[config.mk]
export PLATFORM = sky130hd
export DESIGN_NAME = alu_slice
export DESIGN_NICKNAME = d
export VERILOG_FILES = /design/src/alu_slice_pkg.sv /design/src/incdec_unit.sv /design/src/and_unit.sv /design/src/alu_slice.sv
export VERILOG_INCLUDE_DIRS = /design/src
export SDC_FILE = /design/constraint.sdc
export NUM_CORES = 2
export LEC_CHECK = 0
export BUFFER_PORTS_ARGS = -buffer_cell sky130_fd_sc_hd__buf_2
export CELL_PAD_IN_SITES_DETAIL_PLACEMENT = 1
export CELL_PAD_IN_SITES_GLOBAL_PLACEMENT = 2
export CORE_AREA = 2 2 258 260
export CTS_CLUSTER_SIZE = 25
export DETAILED_ROUTE_END_ITERATION = 6
export DIE_AREA = 0 0 260 262
export HOLD_SLACK_MARGIN = 0.03
export PLACE_DENSITY = 0.86
export SLEW_MARGIN = 25
export SYNTH_ARGS = -nofsm -noshare
export SYNTH_HDL_FRONTEND = slang
export SYNTH_SLANG_ARGS = --single-unit
[constraint.sdc]
create_clock -name pclk -period 6.3 [get_ports pclk]
set_clock_uncertainty 0.1 [all_clocks]
set_input_delay 1.575 -clock pclk [delete_from_list [all_inputs] [get_ports pclk]]
set_output_delay 1.575 -clock pclk [all_outputs]
set_load 0.01 [all_outputs]
[src/alu_slice_defs.svh]
// Constants for the ALU datapath slice
`ifndef ALU_SLICE_DEFS_SVH
`define ALU_SLICE_DEFS_SVH
// ----------------------------------------
// Opcode fields
// ----------------------------------------
`define OPW_INC1 7'h49
`define OPW_INC2 7'h4B
`define OPW_DEC1 7'h5F
`define OPW_ANDB 7'h60
`define OPW_ANDW 7'h61
`define OPW_ANDNB 7'h68
`define OPW_ANDNW 7'h69
`define OP_ANDLIT 4'h4
// ----------------------------------------
// Flag bit positions
// ----------------------------------------
`define ST_NB 3
`define ST_ZB 2
`define ST_C4 1
`define ST_C8 0
`define CC_N 3
`define CC_Z 2
`define CC_V 1
`define CC_C 0
// ----------------------------------------
// Register offsets and resets
// ----------------------------------------
`define OFF_CTRL 12'h000
`define OFF_FLAGS 12'h004
`define OFF_STATE 12'h008
`define RF_SEL 6'h01
`define CTRL_RST 1'b1
`define FLAGS_RST 4'h0
`endif

[src/alu_slice_pkg.sv]
// Types shared by the ALU datapath slice
package alu_slice_pkg;
  // Decoded operation kinds
  typedef enum logic [3:0] {
    OPK_NONE, OPK_INC1, OPK_INC2, OPK_DEC1,
    OPK_ANDLIT, OPK_ANDB, OPK_ANDNB,
    OPK_ANDW, OPK_ANDNW
  } opk_type;
  // Sequencing phase
  typedef enum logic {ST_RUN, ST_SECOND} phase_type;
endpackage

[src/incdec_unit.sv]
// Word increment and decrement adder
module incdec_unit
  import alu_slice_pkg::*;
#(
  parameter int WIDTH = 16
) (
  input wire alu_slice_pkg::opk_type opk, // Operation
  input wire logic [WIDTH-1:0] operand, // Source word
  output logic [WIDTH-1:0] result, // Sum
  output logic half_carry, // Carry out of bit 3
  output logic carry_out, // Carry out of top
  output logic overflow // Signed overflow
);
  // ----------------------------------------
  // Elaboration check
  // ----------------------------------------
  if (WIDTH < 5) begin : g_bad
    $error("incdec_unit WIDTH too small");
  end
  logic [WIDTH-1:0] addend; // Constant addend
  logic [WIDTH:0] sum; // Sum with carry
  logic [4:0] low; // Low nibble sum
  // ----------------------------------------
  // Adder
  // ----------------------------------------
  // Decrement adds all ones
  always_comb begin
    case (opk)
      OPK_INC2: addend = WIDTH'(2);
      OPK_DEC1: addend = '1;
      default: addend = WIDTH'(1);
    endcase
    sum = {1'b0, operand} + {1'b0, addend};
    low = {1'b0, operand[3:0]} + {1'b0, addend[3:0]};
    result = sum[WIDTH-1:0];
    half_carry = low[4];
    carry_out = sum[WIDTH];
    overflow = (operand[WIDTH-1] == addend[WIDTH-1]) &&
               (sum[WIDTH-1] != operand[WIDTH-1]);
  end
endmodule

[src/and_unit.sv]
// AND and AND-complement logic unit
module and_unit #(
  parameter int WIDTH = 16
) (
  input wire logic [WIDTH-1:0] src, // Source operand
  input wire logic [WIDTH-1:0] dst, // Destination operand
  input wire logic invert, // Complement source
  input wire logic is_word, // Word width flags
  output logic [WIDTH-1:0] result, // Logic result
  output logic neg, // Result negative
  output logic zero // Result zero
);
  // ----------------------------------------
  // Elaboration check
  // ----------------------------------------
  if (WIDTH != 16) begin : g_bad
    $error("and_unit needs WIDTH 16");
  end
  // ----------------------------------------
  // Logic and flags
  // ----------------------------------------
  // Byte flags look at low byte only
  always_comb begin
    result = (invert ? ~src : src) & dst;
    if (is_word) begin
      neg = result[WIDTH-1];
      zero = (result == '0);
    end else begin
      neg = result[7];
      zero = (result[7:0] == 8'h00);
    end
  end
endmodule

[src/alu_slice.sv]
// Increment, decrement and AND datapath slice
//
// Chosen here: the APB register port and the placing of the registers.
`include "alu_slice_defs.svh"
module alu_slice (
  input wire logic pclk, // Clock
  input wire logic presetn, // Async reset, low
  input wire logic ce, // Clock enable
  input wire logic psel, // APB select
  input wire logic penable, // APB enable
  input wire logic pwrite, // APB write
  input wire logic [11:0] paddr, // APB address
  input wire logic [31:0] pwdata, // APB write data
  output logic [31:0] prdata, // APB read data
  output logic pready, // APB ready
  output logic pslverr, // APB error
  input wire logic [15:0] instr, // Instruction word
  input wire logic instr_valid, // Instruction offered
  output logic instr_ready, // Instruction taken
  output logic instr_done, // Operation retired
  output logic [3:0] status_flags, // NB ZB C4 C8
  output logic [3:0] cond_codes // N Z V C
);
  import alu_slice_pkg::*;
  // ----------------------------------------
  // State
  // ----------------------------------------
  typedef struct packed {
    logic [15:0][7:0] regs; // Register file
    logic [3:0] stat; // Status flags
    logic [3:0] cc; // Condition codes
    logic exec_en; // Execution enable
    phase_type phase; // Second cycle
    logic [15:0] hold_src; // Held source
    logic [15:0] hold_dst; // Held destination
    logic [3:0] hold_a; // Held destination no
    logic hold_fv; // Held variant bit
    logic done; // Retire pulse
    logic [7:0] retired; // Retire count
    logic [31:0] rdata; // Read data
    logic slverr; // Unmapped access
  } alu_state_type;
  alu_state_type r; // Current state
  alu_state_type n; // Next state
  // ----------------------------------------
  // Functions
  // ----------------------------------------
  // Read pair idx+1:idx
  function automatic logic [15:0] pair_rd(
    input logic [15:0][7:0] rf,
    input logic [3:0] idx
  );
    logic [3:0] hi;
    hi = idx + 4'h1;
    return {rf[hi], rf[idx]};
  endfunction
  // Byte sign-extended to word
  function automatic logic [15:0] sext(
    input logic [7:0] b
  );
    return {{8{b[7]}}, b};
  endfunction
  // Opcode decode
  function automatic opk_type op_of(
    input logic [15:0] w
  );
    opk_type k;
    k = OPK_NONE;
    if (w[15:12] == `OP_ANDLIT) begin
      k = OPK_ANDLIT;
    end else begin
      case (w[15:9])
        `OPW_INC1: k = OPK_INC1;
        `OPW_INC2: k = OPK_INC2;
        `OPW_DEC1: k = OPK_DEC1;
        `OPW_ANDB: k = OPK_ANDB;
        `OPW_ANDNB: k = OPK_ANDNB;
        `OPW_ANDW: k = OPK_ANDW;
        `OPW_ANDNW: k = OPK_ANDNW;
        default: k = OPK_NONE;
      endcase
    end
    return k;
  endfunction
  // ----------------------------------------
  // Decode
  // ----------------------------------------
  opk_type k; // Decoded kind
  logic [3:0] a; // Destination number
  logic [3:0] b; // Source number
  logic fv; // Flag variant
  logic fire; // Instruction taken
  logic arith; // Inc or dec
  logic [15:0] arith_src; // Arithmetic operand
  logic [15:0] sum; // Adder result
  logic co; // Carry out
  logic ov; // Overflow
  logic [15:0] lg_src; // Logic source
  logic [15:0] lg_dst; // Logic destination
  logic lg_inv; // Complement source
  logic lg_word; // Word logic
  logic [15:0] lg_res; // Logic result
  logic lg_neg; // Logic negative
  logic lg_zero; // Logic zero
  logic apb_setup; // Setup phase
  logic apb_wr; // Write takes effect
  logic [3:0] ridx; // Register window index
  assign k = op_of(instr);
  assign a = instr[3:0];
  assign b = instr[7:4];
  assign fv = instr[8];
  assign instr_ready = r.exec_en && (r.phase == ST_RUN);
  assign fire = ce && instr_valid && instr_ready;
  assign arith = (k == OPK_INC1) || (k == OPK_INC2) ||
                 (k == OPK_DEC1);
  // Odd source uses one byte, sign-extended
  assign arith_src = b[0] ? sext(r.regs[b]) : pair_rd(r.regs, b);
  assign apb_setup = psel && !penable;
  assign apb_wr = ce && psel && penable && pwrite;
  assign ridx = paddr[5:2];
  // ----------------------------------------
  // Units
  // ----------------------------------------
  incdec_unit #(.WIDTH(16)) u_incdec (
    .opk(k),
    .operand(arith_src),
    .result(sum),
    .half_carry(), // Word ops keep half carry
    .carry_out(co),
    .overflow(ov)
  );
  // Literal uses field 11:4 as source
  always_comb begin
    lg_inv = (k == OPK_ANDNB) || (k == OPK_ANDNW);
    lg_word = (k == OPK_ANDW) || (k == OPK_ANDNW);
    lg_dst = pair_rd(r.regs, a);
    if (k == OPK_ANDLIT) begin
      lg_src = {8'h00, instr[11:4]};
    end else begin
      lg_src = pair_rd(r.regs, b);
    end
  end
  and_unit #(.WIDTH(16)) u_and (
    .src(lg_src),
    .dst(lg_dst),
    .invert(lg_inv),
    .is_word(lg_word),
    .result(lg_res),
    .neg(lg_neg),
    .zero(lg_zero)
  );
  // ----------------------------------------
  // Next state
  // ----------------------------------------
  always_comb begin
    n = r;
    n.done = 1'b0;
    // Register reads latched in setup
    if (apb_setup) begin
      n.rdata = 32'h0000_0000;
      n.slverr = 1'b0;
      if (paddr[11:6] == `RF_SEL) begin
        n.rdata = {24'h00_0000, r.regs[ridx]};
      end else begin
        case (paddr)
          `OFF_CTRL: n.rdata = {31'h0, r.exec_en};
          `OFF_FLAGS: n.rdata = {24'h00_0000, r.stat, r.cc};
          `OFF_STATE: n.rdata = {23'h0, r.retired,
                                 r.phase == ST_SECOND};
          default: n.slverr = 1'b1;
        endcase
      end
    end
    // Register writes in access phase
    if (apb_wr) begin
      if (paddr[11:6] == `RF_SEL) begin
        n.regs[ridx] = pwdata[7:0];
      end else begin
        case (paddr)
          `OFF_CTRL: n.exec_en = pwdata[0];
          `OFF_FLAGS: begin
            n.stat = pwdata[7:4];
            n.cc = pwdata[3:0];
          end
          default: n.exec_en = r.exec_en;
        endcase
      end
    end
    // Second cycle of word AND-complement
    if (r.phase == ST_SECOND) begin
      {n.regs[r.hold_a + 4'h1], n.regs[r.hold_a]} =
        ~r.hold_src & r.hold_dst;
      n.stat[`ST_NB] = n.regs[r.hold_a + 4'h1][7];
      n.stat[`ST_ZB] = ((~r.hold_src & r.hold_dst) == 16'h0000);
      if (r.hold_fv) begin
        n.cc[`CC_N] = n.stat[`ST_NB];
        n.cc[`CC_Z] = n.stat[`ST_ZB];
        n.cc[`CC_V] = 1'b0;
      end
      n.phase = ST_RUN;
      n.done = 1'b1;
      n.retired = r.retired + 8'h01;
    end
    // Operation issue
    if (fire) begin
      n.done = 1'b1;
      n.retired = r.retired + 8'h01;
      if (arith) begin
        // Only destination pair written
        n.regs[a] = sum[7:0];
        n.regs[a + 4'h1] = sum[15:8];
        n.stat[`ST_NB] = sum[15];
        n.stat[`ST_ZB] = (sum == 16'h0000);
        n.stat[`ST_C8] = co;
        if (fv) begin
          n.cc[`CC_N] = sum[15];
          n.cc[`CC_Z] = (sum == 16'h0000);
          n.cc[`CC_V] = ov;
          // Decrement carry means borrow
          n.cc[`CC_C] = (k == OPK_DEC1) ? !co : co;
        end
      end else if (k == OPK_ANDNW) begin
        // Capture operands, write next cycle
        n.hold_src = lg_src;
        n.hold_dst = lg_dst;
        n.hold_a = a;
        n.hold_fv = fv;
        n.phase = ST_SECOND;
        n.done = 1'b0;
        n.retired = r.retired;
      end else if (k != OPK_NONE) begin
        // Byte or word AND result
        n.regs[a] = lg_res[7:0];
        if (lg_word) begin
          n.regs[a + 4'h1] = lg_res[15:8];
        end
        n.stat[`ST_NB] = lg_neg;
        n.stat[`ST_ZB] = lg_zero;
        if (fv && k != OPK_ANDLIT) begin
          n.cc[`CC_N] = lg_neg;
          n.cc[`CC_Z] = lg_zero;
          n.cc[`CC_V] = 1'b0;
        end
      end
    end
  end
  // ----------------------------------------
  // State register
  // ----------------------------------------
  // Clock enable freezes all state
  always_ff @(posedge pclk or negedge presetn) begin
    if (!presetn) begin
      r <= '0;
      r.exec_en <= `CTRL_RST;
      r.stat <= `FLAGS_RST;
      r.cc <= `FLAGS_RST;
      r.phase <= ST_RUN;
    end else if (ce) begin
      r <= n;
    end
  end
  // ----------------------------------------
  // Outputs
  // ----------------------------------------
  assign prdata = r.rdata;
  assign pslverr = r.slverr;
  assign pready = 1'b1;
  assign instr_done = r.done;
  assign status_flags = r.stat;
  assign cond_codes = r.cc;
  // ----------------------------------------
  // Assertions
  // ----------------------------------------
  logic disjoint; // Source and destination apart
  assign disjoint = (b != a) && (b != a + 4'h1) && (b + 4'h1 != a);
  chk_inc_one_sum: assert property (@(posedge pclk) disable iff (!presetn)
    fire && k == OPK_INC1 && !b[0] |=>
    pair_rd(r.regs, $past(a)) == $past(arith_src) + 16'h0001)
    else $error("word plus one wrong");
  chk_odd_sign_ext: assert property (@(posedge pclk) disable iff (!presetn)
    fire && k == OPK_INC2 && b[0] |=>
    pair_rd(r.regs, $past(a)) == sext($past(r.regs[b])) + 16'h0002)
    else $error("odd source not sign-extended");
  chk_inc_two_sum: assert property (@(posedge pclk) disable iff (!presetn)
    fire && k == OPK_INC2 && !b[0] |=>
    pair_rd(r.regs, $past(a)) == $past(pair_rd(r.regs, b)) + 16'h0002)
    else $error("word plus two wrong");
  chk_dec_one_sum: assert property (@(posedge pclk) disable iff (!presetn)
    fire && k == OPK_DEC1 && !b[0] |=>
    pair_rd(r.regs, $past(a)) == $past(pair_rd(r.regs, b)) - 16'h0001)
    else $error("word minus one wrong");
  chk_src_kept: assert property (@(posedge pclk) disable iff (!presetn)
    fire && arith && disjoint && !apb_wr |=> pair_rd(r.regs, $past(b)) == $past(pair_rd(r.regs, b)))
    else $error("source pair changed");
  chk_half_keep: assert property (@(posedge pclk) disable iff (!presetn)
    fire && arith && !apb_wr |=> status_flags[`ST_C4] == $past(status_flags[`ST_C4]))
    else $error("half carry changed");
  chk_word_nz: assert property (@(posedge pclk) disable iff (!presetn)
    fire && arith |=> status_flags[`ST_NB] == pair_rd(r.regs, $past(a)) >> 15 &&
    status_flags[`ST_ZB] == (pair_rd(r.regs, $past(a)) == 16'h0000))
    else $error("word flags wrong");
  chk_dec_borrow: assert property (@(posedge pclk) disable iff (!presetn)
    fire && k == OPK_DEC1 && fv |=> cond_codes[`CC_C] == ($past(arith_src) == 16'h0000))
    else $error("borrow flag wrong");
  chk_lit_cc_kept: assert property (@(posedge pclk) disable iff (!presetn)
    fire && k == OPK_ANDLIT && !apb_wr |=> $stable(cond_codes))
    else $error("literal AND touched codes");
  chk_ncw_two_cycles: assert property (@(posedge pclk) disable iff (!presetn)
    fire && k == OPK_ANDNW ##1 ce |-> !instr_ready && !instr_done ##1 instr_done)
    else $error("AND-complement word timing");
  chk_and_carry_kept: assert property (@(posedge pclk) disable iff (!presetn)
    fire && !arith && k != OPK_NONE && !apb_wr |=> $stable(status_flags[1:0]) &&
    $stable(cond_codes[`CC_C]))
    else $error("AND changed a carry");
  chk_and_byte_res: assert property (@(posedge pclk) disable iff (!presetn)
    fire && k == OPK_ANDB |=> r.regs[$past(a)] == ($past(r.regs[b]) & $past(r.regs[a])))
    else $error("byte AND result wrong");
  chk_and_v_clear: assert property (@(posedge pclk) disable iff (!presetn)
    fire && fv && (k == OPK_ANDB || k == OPK_ANDNB || k == OPK_ANDW) |=> !cond_codes[`CC_V])
    else $error("AND variant left V set");
  chk_cc_follow: assert property (@(posedge pclk) disable iff (!presetn)
    fire && arith && fv |=> cond_codes[`CC_N] == status_flags[`ST_NB] &&
    cond_codes[`CC_Z] == status_flags[`ST_ZB] &&
    cond_codes[`CC_V] == ($past(arith_src[15]) != cond_codes[`CC_N] &&
    $past(arith_src[15]) == $past(k == OPK_DEC1)))
    else $error("variant codes wrong");
  cov_inc_flag: cover property (@(posedge pclk) disable iff (!presetn)
    fire && k == OPK_INC1 && fv);
  cov_dec_odd: cover property (@(posedge pclk) disable iff (!presetn)
    fire && k == OPK_DEC1 && b[0]);
  cov_ncw: cover property (@(posedge pclk) disable iff (!presetn)
    fire && k == OPK_ANDNW ##2 instr_done);
endmodule

==> results.md <==
- Netlist cell types: 102
- VDD IR max: 0.000214 V
- DIE AREA: 68,100 sq um
- Achievable frequency: 0.167 GHz
- Avg Cell Area, Syn: 7.95 sq um
- Vias after detailed routing: 34,600
- # IOs: 111
- Worst skew pair latency: 560 ps
- PwrDens: 189 nW/um^2
- Sequential fraction of the synthesis area: 17.9%
- Grt total ovfl: 0
- Share of the synthesized area in the top cell type: 17.8%
- Final HPWL DP: 138,000 microns
- Fill cells: 7,840
- CP Data Arrival Time: 6360 ps
- Routed Wire Length: 186,000 microns
- Worst hold slack: 389 ps
- Initial Utilization: 41.5%
- Die W: 260 microns
- Cells after Synth: 3,412
- Period utilization: 95.0%
- Final Cell Area: 29,800 sq um
- DP Cell Count: 4,228
- Core area: 65,300 sq um
- Row cnt: 94
- Post-CTS resize count: 0
- Clock slew at reported path FFs: 110 ps
- Yosys reg bits: 194
- Total track usage: 53.4%
- Worst slew margin: 21.4%
- Setup Viol. Count Final: 0
- DR WL/cell: 43.6 microns
- Crit path time final: 5990 ps
- Layout cells sized above 1: 20.2%
- Startpoint Class: primary input
- DRC viols: 0
- Height of the die: 262 microns
- Mapped cell area: 27,100 sq um
- Fin Setup TNS: 0 ps
- CTS Hold Bufs: 0
- # Max-Cap Violations: 0
- Placement Cell Area: 29,100 sq um
- PortBufs: 62
- Worst setup path class: primary input to flip-flop
- Synthesis Warnings: 0
- RSZ-0062 raised after global routing: no
- Req. time, crit path: 6670 ps
- Multi-input gate area: 20,500 sq um
- Initial antenna violation count: 9
- First-pass GRT wire length: 255,000 microns
- Routability congestion estimate: 1.12
- CTS buffer count: 17
- Most common cell after layout, fill and taps aside: nand2_1
- Clock sinks: 194
- Post-synthesis async set-or-reset flop share: 100%
- Area Growth Syn to Fin: 9.79%
- Critical-path maximum fanout: 15
- Layout Cells excl Fill: 4,265
- Htree depth: 4
- Fin nets: 3,477
- Synth area leader: dfrtp_1
- Final antenna-violating net count: 0
- Top_reg_cell synth: dfrtp_1
- EDFF count, synth: 0
- Commonest non-fill, non-tap cells in the layout: 412 x nand2_1, 269 x o21ai_0, 263 x nor2_1
- Final Hold Vio Count: 0
- Clock Path Buffers: 2
- Total setup buffers inserted after CTS: 0
- Transition time of the tightest slew-check pin: 1180 ps
- Worst min-delay path class: flip-flop to flip-flop
- Crit end category: flip-flop
- CTS tree: done
- Via density: 8.12
- Vias in the first global route: 33,200
- Status: completed
- Largest net degree at the start of global routing: 85
- FF/Latch Area: 4860 sq um
- Clk root buf: clkbuf_16
- Slew Limit Fails: 0
- Final Core Density: 45.6%
- Synth area leaders: dfrtp_1 18%, mux4_2 15%, nand2_1 5.7%
- P_leak: 11.1 nW
- Pre-Repair DR Iteration Count: 6
- Iteration-0 DRC Markers: 5,808
-- layer usage --
layer	wire length (microns)	up-vias	track usage [%]	share of wire, %
li1	-	13100	-	-
met1	65400	17000	64.4	35
met2	72400	3427	74.0	39
met3	28200	1023	21.5	15
met4	19500	10	44.7	10
met5	264	-	2.22	0.14
-- cells in the mapped netlist, types with 13 or more instances --
library cell  instances
nor3_1               51
a32oi_1              14
a22oi_1              73
and3_1               23
o22ai_1             100
nand4_1              26
a21oi_1             244
nor2_1              269
mux2_2               69
nor2b_1              32
a211o_1              13
nand2_1             414
and2_1               30
o21ai_0             271
buf_2                42
a31oi_1              55
mux2i_1             153
o221ai_1             27
nand3_1              73
dfrtp_1             193
o211ai_1            121
a221oi_1             40
xnor2_1              27
nor4_1               21
a21o_1               17
xor2_1               16
mux4_2              178
buf_4                49
buf_1                22
o2bb2ai_1            18
clkbuf_1            280
a211oi_1             78
ha_1                 26
o2111ai_1            20
nand2b_1             39
o31ai_1              31
inv_1                35
-- state kept, by name, summed over array words and instances, names as in the netlist --
name and cells:
prdata 9, pslverr 1, r 175, cond_codes 4
instr_done 1, status_flags 4
-- critical path, stage by stage --
cell and delay (ps):
buf_2 190, buf_12 190, ha_1 480, buf_4 280, buf_4 320, mux4_2 340, mux2_2 330, o21ai_0 350
ha_1 390, a21o_1 220, a31oi_1 140, o21ai_0 140, a21oi_1 240, xnor2_1 230, nand4_1 250, or4_1 500
o211ai_1 140
-- path summary, 6_finish.rpt --
check | startpoint | endpoint | slack [ps] | cells after the start
min in group asynchronous | presetn | r[165] | 920 | 1
max reg2reg | r[113] | status_flags[2] | 1320 | 14
max in group asynchronous | presetn | r[79] | 3820 | 2
max | instr[5] | status_flags[2] | 310 | 17
min reg2reg | pslverr | pslverr | 390 | 1
min | pslverr | pslverr | 390 | 1
-- kinds of logic (layout without fill, tap and decap cells) --
logic type      after synthesis  after routing  share of synthesized area, %
compound gates             1259           1259                          30.9
simple gates               1049           1049                          18.1
buf+inv                     438            400                          7.17
mux                         400            400                          23.3
flops                       194            194                          17.9
xor+xnor                     43             43                          1.39
fa+ha+maj                    27             27                          1.27
other cells                   2             29                        0.0277
-- layout make-up --
| type | instances | share of cell area, % |
|---|---|---|
| Multi-Input combinational cell | 2802 | 69.0 |
| Clock inverter | 15 | 0.630 |
| Inverter | 37 | 0.471 |
| Antenna cell | 5 | 0.0420 |
| Sequential cell | 194 | 16.3 |
| Clock buffer | 17 | 1.43 |
| Tap cell | 864 | 3.63 |
| Timing Repair Buffer | 331 | 8.47 |
-- through the flow --
step	total power, W	worst slack (ps)
finish	0.00563	314
floorplan	0.00297	412
global route	0.00566	126
CTS	0.00542	458
global placement	0.00409	-14.0
detailed placement	0.00417	-83.5
-- power breakdown --
group,total [W],switching [W],internal (W)
clock,0.00128,0.000743,0.000540
sequential,0.00169,0.000339,0.00135
combinational,0.00266,0.00167,0.000982
total,0.00563,0.00276,0.00287
(Power assumes the default switching activity.)
